--- src/logic/src_cfg.svh ---
// Register map, field positions, reset values and codes of the capture control block
`ifndef SRC_CFG_SVH
`define SRC_CFG_SVH

`define SRC_ADDR_W          12
`define SRC_DATA_W          8
`define SRC_ADDR_CTRL       12'h120
`define SRC_ADDR_IGNORE     12'h121
`define SRC_ADDR_DELAY      12'h123
`define SRC_ADDR_STATUS     12'h128
`define SRC_ADDR_IRQ_STAT   12'h130
`define SRC_ADDR_IRQ_MASK   12'h131

`define SRC_CTRL_FLAG_RST   6
`define SRC_CTRL_POL        4
`define SRC_CTRL_EDGE       3
`define SRC_CTRL_MODE_HI    2
`define SRC_CTRL_MODE_LO    1

`define SRC_MODE_OFF        2'h0
`define SRC_MODE_CONT       2'h1
`define SRC_MODE_NSHOT      2'h2

`define SRC_IGN_W           4
`define SRC_DLY_W           7
`define SRC_STAT_W          4
`define SRC_HOLD_LO         4
`define SRC_SETUP_LO        0

`define SRC_IGNORE_RST      4'h0
`define SRC_DELAY_RST       7'h40
`define SRC_STAT_RST        4'h0

`define SRC_IRQ_W           2
`define SRC_IRQ_CAPTURE     0
`define SRC_IRQ_STAMP       1

`endif

--- src/logic/src_pkg.sv ---
// Types shared by the capture control block
`default_nettype none
package src_pkg;

  typedef struct packed {
    logic       flag_rst;
    logic       polarity;
    logic       edge_sel;
    logic [1:0] mode;
  } src_ctrl_t;

  typedef struct packed {
    logic [11:0] addr;
    logic [7:0]  wr_data;
    logic        wr;
    logic        rd;
  } src_bus_t;

  typedef enum logic [1:0] {
    SRC_IDLE,
    SRC_HUNT,
    SRC_DONE
  } src_state_t;

endpackage
`default_nettype wire

--- src/logic/src_capture_ctrl.sv ---
// Capture control, status and register file for the alignment input
//
// Summary of operation
// - Polarity bit 0 accepts rising alignment transitions, 1 accepts falling ones.
// - Edge bit 0 samples on sample clock rising edge, 1 on falling.
// - Mode field: 0 off, 1 continuous, 2 counted single; count 0 takes next.
// - Counted mode skips ignore-count valid transitions, then captures the next one.
// - Timestamp delayed by 7-bit count of sample clock cycles, reset 0x40.
// - Hold status is read-only bits 7:4 of the status register, reset zero.
// - Flag reset bit held high keeps setup and hold flags cleared.
// - Setup status is read-only bits 3:0 of the status register.
`timescale 1ns/1ns
`default_nettype none
`include "src_cfg.svh"
module src_capture_ctrl
  import src_pkg::*;
(
  input  wire logic                   clock_in,
  input  wire logic                   rst_in,
  input  wire logic [`SRC_ADDR_W-1:0] addr_in,
  input  wire logic [`SRC_DATA_W-1:0] wr_data_in,
  input  wire logic                   wr_in,
  input  wire logic                   rd_in,
  output logic      [`SRC_DATA_W-1:0] rd_data_out,
  input  wire logic                   sysref_in,
  input  wire logic                   sample_clk_in,
  output logic                        capture_out,
  output logic                        timestamp_out,
  output logic                        irq_out
);

  src_bus_t                 bus;
  src_ctrl_t                ctrl_reg;
  src_state_t               state_reg;
  logic [`SRC_IGN_W-1:0]    ignore_reg;
  logic [`SRC_IGN_W-1:0]    skip_reg;
  logic [`SRC_DLY_W-1:0]    delay_reg;
  logic [`SRC_DLY_W-1:0]    dly_cnt_reg;
  logic                     dly_busy_reg;
  logic [`SRC_STAT_W-1:0]   setup_reg;
  logic [`SRC_STAT_W-1:0]   hold_reg;
  logic                     hold_pend_reg;
  logic [`SRC_IRQ_W-1:0]    irq_stat_reg;
  logic [`SRC_IRQ_W-1:0]    irq_mask_reg;
  logic [`SRC_IRQ_W-1:0]    irq_set;
  logic [1:0]               pins_s;
  logic                     srf_s;
  logic                     sclk_s;
  logic                     sclk_last_reg;
  logic                     srf_last_reg;
  logic                     srf_smp_reg;
  logic                     sample_pt;
  logic                     valid_edge;
  logic                     capture_now;
  logic                     stamp_now;
  logic                     srf_change;
  logic                     ctrl_wr;
  logic [1:0]               new_mode;
  logic [`SRC_STAT_W-1:0]   setup_cnt;
  logic [`SRC_STAT_W-1:0]   hold_cnt;
  logic [`SRC_DATA_W-1:0]   rd_mux;

  assign bus = '{addr: addr_in, wr_data: wr_data_in, wr: wr_in, rd: rd_in};

  src_sync2 #(
    .WIDTH (2)
  ) u_sync (
    .clock_in (clock_in),
    .rst_in   (rst_in),
    .async_in ({sysref_in, sample_clk_in}),
    .sync_out (pins_s)
  );

  assign srf_s  = pins_s[1];
  assign sclk_s = pins_s[0];

  // Sampling instant from the chosen sample clock edge
  always_ff @(posedge clock_in)
  begin
    if (rst_in)
    begin
      sclk_last_reg <= 1'b0;
      srf_last_reg  <= 1'b0;
    end
    else
    begin
      sclk_last_reg <= sclk_s;
      srf_last_reg  <= srf_s;
    end
  end

  assign sample_pt = ctrl_reg.edge_sel ? (sclk_last_reg & ~sclk_s)
                                       : (~sclk_last_reg & sclk_s);
  assign srf_change = srf_s ^ srf_last_reg;

  always_ff @(posedge clock_in)
  begin
    if (rst_in)
      srf_smp_reg <= 1'b0;
    else if (sample_pt)
      srf_smp_reg <= srf_s;
  end

  assign valid_edge = sample_pt &&
                      (ctrl_reg.polarity ? (srf_smp_reg & ~srf_s)
                                         : (~srf_smp_reg & srf_s));

  // Capture state machine; the polarity change is safe only while idle
  assign ctrl_wr  = bus.wr && (bus.addr == `SRC_ADDR_CTRL);
  assign new_mode = bus.wr_data[`SRC_CTRL_MODE_HI:`SRC_CTRL_MODE_LO];

  assign capture_now = valid_edge && (state_reg == SRC_HUNT) &&
                       ((ctrl_reg.mode == `SRC_MODE_CONT) ||
                        (skip_reg == `SRC_IGNORE_RST));

  always_ff @(posedge clock_in)
  begin
    if (rst_in)
    begin
      state_reg <= SRC_IDLE;
      skip_reg  <= `SRC_IGNORE_RST;
    end
    else if (ctrl_wr)
    begin
      // Counted mode re-arms on every control write that selects it
      skip_reg <= ignore_reg;
      if ((new_mode == `SRC_MODE_CONT) || (new_mode == `SRC_MODE_NSHOT))
        state_reg <= SRC_HUNT;
      else
        state_reg <= SRC_IDLE;
    end
    else
    begin
      unique case (state_reg)
        SRC_IDLE: state_reg <= SRC_IDLE;
        SRC_HUNT:
        begin
          if (valid_edge && (ctrl_reg.mode == `SRC_MODE_NSHOT))
          begin
            if (skip_reg == `SRC_IGNORE_RST)
              state_reg <= SRC_DONE;
            else
              skip_reg <= skip_reg - 4'h1;
          end
        end
        SRC_DONE: state_reg <= SRC_DONE;
      endcase
    end
  end

  // Timestamp delay in sample clock cycles; a new capture restarts it
  // A capture that restarts the count drops the stamp still pending
  assign stamp_now = capture_now ? (delay_reg == 7'h00)
                                 : (dly_busy_reg && sample_pt && (dly_cnt_reg == 7'h01));

  always_ff @(posedge clock_in)
  begin
    if (rst_in)
    begin
      dly_busy_reg <= 1'b0;
      dly_cnt_reg  <= 7'h00;
    end
    else if (capture_now)
    begin
      dly_busy_reg <= (delay_reg != 7'h00);
      dly_cnt_reg  <= delay_reg;
    end
    else if (dly_busy_reg && sample_pt)
    begin
      dly_cnt_reg <= dly_cnt_reg - 7'h01;
      if (dly_cnt_reg == 7'h01)
        dly_busy_reg <= 1'b0;
    end
  end

  always_ff @(posedge clock_in)
  begin
    if (rst_in)
    begin
      capture_out   <= 1'b0;
      timestamp_out <= 1'b0;
    end
    else
    begin
      capture_out   <= capture_now;
      timestamp_out <= stamp_now;
    end
  end

  // Setup margin: cycles from the last input change to capture
  src_sat_cnt #(
    .WIDTH (`SRC_STAT_W)
  ) u_setup_cnt (
    .clock_in  (clock_in),
    .rst_in    (rst_in),
    .clear_in  (srf_change),
    .count_out (setup_cnt)
  );

  // Hold margin: cycles from capture to the next input change
  src_sat_cnt #(
    .WIDTH (`SRC_STAT_W)
  ) u_hold_cnt (
    .clock_in  (clock_in),
    .rst_in    (rst_in),
    .clear_in  (capture_now),
    .count_out (hold_cnt)
  );

  always_ff @(posedge clock_in)
  begin
    if (rst_in || ctrl_reg.flag_rst)
    begin
      setup_reg     <= `SRC_STAT_RST;
      hold_reg      <= `SRC_STAT_RST;
      hold_pend_reg <= 1'b0;
    end
    else if (capture_now)
    begin
      setup_reg     <= setup_cnt;
      hold_pend_reg <= 1'b1;
    end
    else if (hold_pend_reg && srf_change)
    begin
      hold_reg      <= hold_cnt;
      hold_pend_reg <= 1'b0;
    end
  end

  // Control registers; reserved bits are not stored
  always_ff @(posedge clock_in)
  begin
    if (rst_in)
    begin
      ctrl_reg   <= '0;
      ignore_reg <= `SRC_IGNORE_RST;
      delay_reg  <= `SRC_DELAY_RST;
    end
    else if (bus.wr)
    begin
      unique case (bus.addr)
        `SRC_ADDR_CTRL:
        begin
          ctrl_reg.flag_rst <= bus.wr_data[`SRC_CTRL_FLAG_RST];
          ctrl_reg.polarity <= bus.wr_data[`SRC_CTRL_POL];
          ctrl_reg.edge_sel <= bus.wr_data[`SRC_CTRL_EDGE];
          ctrl_reg.mode     <= new_mode;
        end
        `SRC_ADDR_IGNORE: ignore_reg <= bus.wr_data[`SRC_IGN_W-1:0];
        `SRC_ADDR_DELAY:  delay_reg  <= bus.wr_data[`SRC_DLY_W-1:0];
        default:          ctrl_reg   <= ctrl_reg;
      endcase
    end
  end

  // Interrupts: hardware set wins over a same-cycle write-one-to-clear
  assign irq_set[`SRC_IRQ_CAPTURE] = capture_now;
  assign irq_set[`SRC_IRQ_STAMP]   = stamp_now;

  always_ff @(posedge clock_in)
  begin
    if (rst_in)
    begin
      irq_stat_reg <= '0;
      irq_mask_reg <= '0;
      irq_out      <= 1'b0;
    end
    else
    begin
      if (bus.wr && (bus.addr == `SRC_ADDR_IRQ_STAT))
        irq_stat_reg <= (irq_stat_reg & ~bus.wr_data[`SRC_IRQ_W-1:0]) | irq_set;
      else
        irq_stat_reg <= irq_stat_reg | irq_set;
      if (bus.wr && (bus.addr == `SRC_ADDR_IRQ_MASK))
        irq_mask_reg <= bus.wr_data[`SRC_IRQ_W-1:0];
      irq_out <= |(irq_stat_reg & irq_mask_reg);
    end
  end

  // Read path; unmapped addresses and reserved bits read zero
  always_comb
  begin
    rd_mux = '0;
    unique case (bus.addr)
      `SRC_ADDR_CTRL:
      begin
        rd_mux[`SRC_CTRL_FLAG_RST] = ctrl_reg.flag_rst;
        rd_mux[`SRC_CTRL_POL]      = ctrl_reg.polarity;
        rd_mux[`SRC_CTRL_EDGE]     = ctrl_reg.edge_sel;
        rd_mux[`SRC_CTRL_MODE_HI:`SRC_CTRL_MODE_LO] = ctrl_reg.mode;
      end
      `SRC_ADDR_IGNORE:   rd_mux[`SRC_IGN_W-1:0] = ignore_reg;
      `SRC_ADDR_DELAY:    rd_mux[`SRC_DLY_W-1:0] = delay_reg;
      `SRC_ADDR_STATUS:
      begin
        rd_mux[`SRC_HOLD_LO+`SRC_STAT_W-1:`SRC_HOLD_LO]   = hold_reg;
        rd_mux[`SRC_SETUP_LO+`SRC_STAT_W-1:`SRC_SETUP_LO] = setup_reg;
      end
      `SRC_ADDR_IRQ_STAT: rd_mux[`SRC_IRQ_W-1:0] = irq_stat_reg;
      `SRC_ADDR_IRQ_MASK: rd_mux[`SRC_IRQ_W-1:0] = irq_mask_reg;
      default:            rd_mux = '0;
    endcase
  end

  // Read data stand only in the cycle after the strobe
  always_ff @(posedge clock_in)
  begin
    if (rst_in)
      rd_data_out <= '0;
    else if (bus.rd)
      rd_data_out <= rd_mux;
    else
      rd_data_out <= '0;
  end

endmodule // src_capture_ctrl
`default_nettype wire

--- src/logic/src_sync2.sv ---
// Two-stage synchroniser for asynchronous pin inputs
`timescale 1ns/1ns
`default_nettype none
module src_sync2 #(
  parameter int WIDTH = 1
) (
  input  wire logic             clock_in,
  input  wire logic             rst_in,
  input  wire logic [WIDTH-1:0] async_in,
  output logic      [WIDTH-1:0] sync_out
);

  logic [WIDTH-1:0] meta_reg;

  // First stage feeds only the second stage
  always_ff @(posedge clock_in)
  begin
    if (rst_in)
    begin
      meta_reg <= '0;
      sync_out <= '0;
    end
    else
    begin
      meta_reg <= async_in;
      sync_out <= meta_reg;
    end
  end

endmodule // src_sync2
`default_nettype wire

--- src/logic/src_sat_cnt.sv ---
// Saturating cycle counter with synchronous clear
`timescale 1ns/1ns
`default_nettype none
module src_sat_cnt #(
  parameter int WIDTH = 4
) (
  input  wire logic             clock_in,
  input  wire logic             rst_in,
  input  wire logic             clear_in,
  output logic      [WIDTH-1:0] count_out
);

  always_ff @(posedge clock_in)
  begin
    if (rst_in || clear_in)
      count_out <= '0;
    else if (count_out != {WIDTH{1'b1}})
      count_out <= count_out + {{(WIDTH-1){1'b0}}, 1'b1};
  end

endmodule // src_sat_cnt
`default_nettype wire

--- config.mk ---
export PLATFORM = sky130hd
export DESIGN_NAME = src_capture_ctrl
export DESIGN_NICKNAME = d
export VERILOG_FILES = /design/src/logic/src_pkg.sv /design/src/logic/src_capture_ctrl.sv /design/src/logic/src_sync2.sv /design/src/logic/src_sat_cnt.sv
export VERILOG_INCLUDE_DIRS = /design/src /design/src/logic
export SDC_FILE = /design/constraint.sdc
export NUM_CORES = 1
export LEC_CHECK = 0
export ABC_AREA = 1
export BUFFER_PORTS_ARGS = -buffer_cell sky130_fd_sc_hd__buf_2
export CAP_MARGIN = 10
export CORE_AREA = 2 2 83 85
export CTS_BUF_LIST = sky130_fd_sc_hd__clkbuf_4
export DETAILED_ROUTE_END_ITERATION = 16
export DIE_AREA = 0 0 85 87
export GPL_TIMING_DRIVEN = 0
export PLACE_DENSITY = 0.73
export SYNTH_ARGS = -nofsm -noshare
export SYNTH_HDL_FRONTEND = slang
export SYNTH_SLANG_ARGS = --single-unit
export TNS_END_PERCENT = 1
--- constraint.sdc ---
create_clock -name clock_in -period 2.51 [get_ports clock_in]
set_clock_uncertainty 0.15 [all_clocks]
set_input_delay 0.1255 -clock clock_in [delete_from_list [all_inputs] [get_ports clock_in]]
set_output_delay 0.1255 -clock clock_in [all_outputs]
set_load 0.05 [all_outputs]
* Yosys cells after proc, flatten, opt, wreduce, memory -nomap -nowiden
Index checks and enable logic that the tools add are counted.
W data, S select, Z words.
** Operators by class
- Multiplexer cells :: 26
- Reductions and logical operators :: 34
- Add/subtract/negate cells :: 4
- Equality and inequality tests :: 18
- Bitwise logic cells :: 17
** Operator list (number)
- $eq A12 B9 Y1 const B :: 6
- $mux W4 :: 4
- $mux W7 :: 2
- $reduce_and A2 Y1 :: 6
- $logic_and A1 B1 Y1 :: 10
- $reduce_bool A2 Y1 :: 5
- $mux W1 :: 9
- $add A4 B1 Y4 const B :: 2
- $mux W2 :: 4
- $ne A4 B4 Y1 const B :: 2
- $pmux W2 S4 :: 1
- $eq A7 B1 Y1 const B :: 1
- $logic_not A7 Y1 :: 1
- $not A1 Y1 :: 7
- $reduce_bool A7 Y1 :: 1
- $sub A7 B1 Y7 const B :: 1
- $eq A2 B1 Y1 const B :: 3
- $eq A2 B2 Y1 const B :: 3
- $ne A3 B2 Y1 const B :: 2
- $pmux W1 S3 :: 2
- $pmux W1 S6 :: 1
- $pmux W2 S3 :: 1
- $logic_or A1 B1 Y1 :: 5
- $pmux W1 S5 :: 1
- other kinds (13) :: 19
** Word-level totals
- Output and inout bits :: 11
- Flip-flop bits (word level) :: 69
- Input bits :: 26
- Logic and storage cells :: 126

* Depth between registers and ports, before layout
- Word-level depth :: 9
- Mapped depth :: 12

* Hierarchy
From an unflattened synthesis, not the netlist that was laid out.
** Second synthesis, totals
- Cell total of the unflattened synthesis :: 515
- Area total of the unflattened synthesis :: 3432.0 um^2
** Modules (own cells, without submodules)
- src_capture_ctrl :: seq. area each 1141.1 um^2, cells an instance 447, times used 1, area each 2941.6 um^2
- src_sat_cnt :: seq. area each 80.1 um^2, cells an instance 28, times used 2, area each 190.2 um^2
- src_sync2 :: seq. area each 80.1 um^2, cells an instance 12, times used 1, area each 110.1 um^2

* Worst setup path before layout
Ideal clock, no wire load.
- Kind :: reg2reg
- Start point :: reg skip_reg[0]
- End point :: reg dly_cnt_reg[3]
- Setup time :: 128 ps
- Data arrival time :: 1324 ps
- Stages on the path, launching flop included :: 13
- Path slack :: 909 ps
- Cell sequence :: dfxtp_1 > inv_1 > ha_1 > nand2_1 > nand2_1 > nand2_1 > inv_1 > nand2_1 > buf_4 > nand2_1 > nand2_1 > nor2_1 > nor2_1
** On the way
- Cells in the longest elaborated chain, start to end :: 4
- Elaborated cells on any way between the ends :: 5
** Ends and longest elaborated chain
- start: declaration :: line src_capture_ctrl.sv:36 : logic [`SRC_IGN_W-1:0] skip_reg;
- start signal: assignment :: line src_capture_ctrl.sv:121 : skip_reg <= `SRC_IGNORE_RST;
- start signal: assignment :: line src_capture_ctrl.sv:126 : skip_reg <= ignore_reg;
- start signal: assignment :: line src_capture_ctrl.sv:143 : skip_reg <= skip_reg - 4'h1;
- $logic_not A4 Y1 (no source line) *
- $logic_or A1 B1 Y1 * :: line src_capture_ctrl.sv:113 : ((ctrl_reg.mode == `SRC_MODE_CONT) ||
- $logic_and A1 B1 Y1 * :: line src_capture_ctrl.sv:112 : assign capture_now = valid_edge && (state_reg == SRC_HUNT) &&
- $mux W7 or $reduce_bool A2 Y1 (tied branches)
- end signal: assignment :: line src_capture_ctrl.sv:166 : dly_cnt_reg <= delay_reg;
- end signal: assignment :: line src_capture_ctrl.sv:170 : dly_cnt_reg <= dly_cnt_reg - 7'h01;
- end: declaration :: line src_capture_ctrl.sv:38 : logic [`SRC_DLY_W-1:0] dly_cnt_reg;
Every way passes the cells marked *; elsewhere a longest branch is shown, timed or not.
A chain may end at the register's enable or synchronous reset.

* Worst setup path in the final report
- Start point :: reg skip_reg[0]
- End point :: reg hold_reg[1]
** On the way
- Cells in the longest elaborated chain, start to end :: 5
** Ends and longest elaborated chain
- $logic_not A4 Y1 (no source line)
- $logic_or A1 B1 Y1 :: line src_capture_ctrl.sv:113
- $logic_and A1 B1 Y1 :: line src_capture_ctrl.sv:112
- $not A1 Y1 (no source line)
- $reduce_and A2 Y1 (no source line)
- end signal: assignment :: line src_capture_ctrl.sv:215 : hold_reg <= `SRC_STAT_RST;
- end signal: assignment :: line src_capture_ctrl.sv:225 : hold_reg <= hold_cnt;
- end: declaration :: line src_capture_ctrl.sv:41 : logic [`SRC_STAT_W-1:0] hold_reg;
No other way between the ends.

==> results.yml <==
run_status:
  status: "finished, final reports clean"
floorplanning:
  pin_count: 37
  die_w_um: 85
  fp.dieH_um: 87
  placementRows: 30
  core_area_um2: 6570
  initial_utilization: 0.525
  dieArea_um2: 7400
cts:
  cts_root_buffer: "clkbuf_4"
  cts_sinks: 69
  clk_path_buf_depth: 2
  cts_tree: "built"
  cts_resized: 0
  cts_buffers: 9
  clock_latency_ns: 0.41
  clk_pin_slew_ns: 0.11
  htreeDepth: 3
sta:
  period_share: 0.775
  slew_violations: 0
  setup_viol: 0
  rsz0062_at_grt: "no"
  final.min_clock_period_ns: 1.94
  fmax_mhz: 514
  worstMarginPinSlew_ns: 0.550
  slew-limit-headroom: 0.630
  hold_viol_final: 0
  setup-tns-final_ns: 0
  worst_slack_ns: 0.565
global_route:
  antenna_found_initial: 0
  grt_pass1_wl_um: 13800
  grt_pass1_vias: 3010
  grt_max_degree: 12
  grt_usage: 0.232
  overflow: 0
finish:
  multi_input_area_um2: 1730
  fin_nets: 600
  final_cell_mix: "nand2_1 (110), nor2_1 (98), inv_1 (70), dfxtp_1 (69), nand3_1 (38)"
  fillers: 621
  num_antenna_cells: 0
  final_common_cell: "nand2_1"
  largest_register_ff_count: 8
  fin_area_um2: 3970
  seq_area_um2: 1380
  syn2layout_area_growth_pct: 15.0
  drive_gt1_frac: 0.133
placement:
  io_buffer_count: 35
  place_congestion: 0.919
  pre_cts_slack_ns: 0.640
  dp_hpwl_um: 6020
  placed_area_um2: 3720
route:
  drt_first_iter_violations: 244
  firstDrtPassIters: 5
  drc_errors: 0
  totalWireLength_um: 8310
  routed_via_density: 5.21
  detail-route-antenna-nets: 0
  vias: 3391
  routedWlPerCell_um: 12.8
synthesis:
  yosysWarningCount: 0
  netlist_area_um2: 3450
  ys.flop_type: "dfxtp_1"
  syn_area_per_cell_um2: 6.76
  ys_ff_latch: 69
  ys_async_sr_fraction: 0
  synth_fp_nets: 542
  synth_cell_type_count: 33
  seq_area_frac_synth: 0.400
  synth-edff-count: 0
  syn_inst: 510
critical_path:
  endpoint_kind: "flop"
  reg2reg_depth: 9
  cp-start-kind: "flop"
  worst-r2r-setup-slack_ns: 0.57
  crit_arrival_ns: 2.11
  crit_start: "skip_reg[0]$_SDFFE_PP0P_"
  setup.worst_path.end: "hold_reg[1]$_SDFFE_PP0P_"
  reg2reg_from: "skip_reg[0]$_SDFFE_PP0P_"
  path_class: "flop to flop"
  crit_required_ns: 2.67
  worst_r2r_endpoint: "hold_reg[1]$_SDFFE_PP0P_"
  crit_fanout: 5
pwr:
  power_leakage_nw: 1.89
  finalPower_mw: 1.93
  ir_drop_v: 0.000413
  p_seq_frac: 0.581
  clkPwrFrac: 0.354
  p_sw_frac: 0.249
  powerDensity_nw_per_um2: 485
  switchingPower_uw: 479
  internal-power_mw: 1.45
  p_comb_frac: 0.065
min_path:
  hold_path_class: "input pin to flop"
run:
  maxCapViolations: 0
## worst min path at each step
stage / from / end / slack (ns) / cells after the start
2_1_floorplan: sample_clk_in / u_sync.meta_reg[0]$_SDFF_PP0_ / 0.08 / 2
3_3_place_gp: sample_clk_in / u_sync.meta_reg[0]$_SDFF_PP0_ / 0.18 / 3
3_5_place_dp: sysref_in / u_sync.meta_reg[1]$_SDFF_PP0_ / 0.18 / 3
4_1_cts: addr_in[6] / rd_data_out[0]$_SDFF_PP0_ / 0.006 / 6
5_1_grt: addr_in[3] / rd_data_out[5]$_SDFF_PP0_ / 0.06 / 5
6_report: addr_in[6] / rd_data_out[0]$_SDFF_PP0_ / 0.03 / 6
## final cells by class
class	instances	area share
Buffer	10	0.0177
Clock buffer	9	0.0170
Clock inverter	5	0.0136
Inverter	72	0.0681
Multi-Input combinational cell	359	0.436
Sequential cell	69	0.348
Tap cell	80	0.0252
Timing Repair Buffer	47	0.0744
## timing repair
action	in CTS	in global routing
hold endpoints to repair	35	0
hold buffers	12	0
buffers inserted	0	0
endpoints found under the setup margin	0	0
## synth_stat cells (3+ instances only)
| cell | number | area, um^2 |
|---|---|---|
| dfxtp_1 | 69 | 1380 |
| nand4_1 | 14 | 87.6 |
| nand2_2 | 3 | 18.8 |
| buf_6 | 3 | 33.8 |
| xnor2_1 | 3 | 26.3 |
| inv_1 | 70 | 263 |
| ha_1 | 6 | 75.1 |
| xor2_1 | 5 | 43.8 |
| nand2_1 | 110 | 413 |
| o21ai_1 | 4 | 20.0 |
| o21ai_0 | 28 | 140 |
| nand3_1 | 38 | 190 |
| nor2_4 | 6 | 67.6 |
| nor3_1 | 4 | 20.0 |
| nor2_1 | 98 | 368 |
| clkbuf_1 | 3 | 11.3 |
| a21oi_1 | 24 | 120 |
| nor2_2 | 3 | 18.8 |
## routing by layer
| layer | track usage | vias up | share of wire |
|---|---|---|---|
| met5 | 0 | - | 0 |
| li1 | - | 1734 | - |
| met1 | 0.315 | 1550 | 0.47 |
| met2 | 0.378 | 98 | 0.47 |
| met4 | 0.0750 | 0 | 0.011 |
| met3 | 0.0408 | 9 | 0.050 |
## metrics by stage
stage               hold slack, ns   util  cells
floorplan                   0.0825      -    510
global placement             0.180  0.567    625
detailed placement           0.183  0.567    625
CTS                        0.00576  0.604    651
global route                0.0590  0.604    651
finish                      0.0290  0.604    651
## worst max-delay path: stages, from the launching register on
cell	delay (ns)
dfxtp_1	0.31
inv_1	0.13
ha_1	0.21
nand2_1	0.11
nand2_1	0.07
nand2_1	0.12
o21bai_1	0.38
inv_1	0.16
nor2_1	0.15
nor2_1	0.06
## kinds of logic after synthesis
kind of cell	count (synthesis)	share of synthesized area
AOI/OAI and AO/OA	63	0.0976
xor gates and xnor gates	8	0.0203
adders and majority gates	6	0.0218
buffers and inverters	82	0.0987
DFF	69	0.400
and+or+nand+nor	282	0.361
## power groups by stage
stage	clock (mW)	combinational [mW]	sequential, mW
2_1_floorplan	0	0.0617	1.14
3_3_place_gp	0	0.106	1.14
3_5_place_dp	0	0.110	1.14
4_1_cts	0.693	0.124	1.12
5_1_grt	0.742	0.140	1.12
6_report	0.683	0.125	1.12
Note: power is estimated with default switching activity, not from simulation.
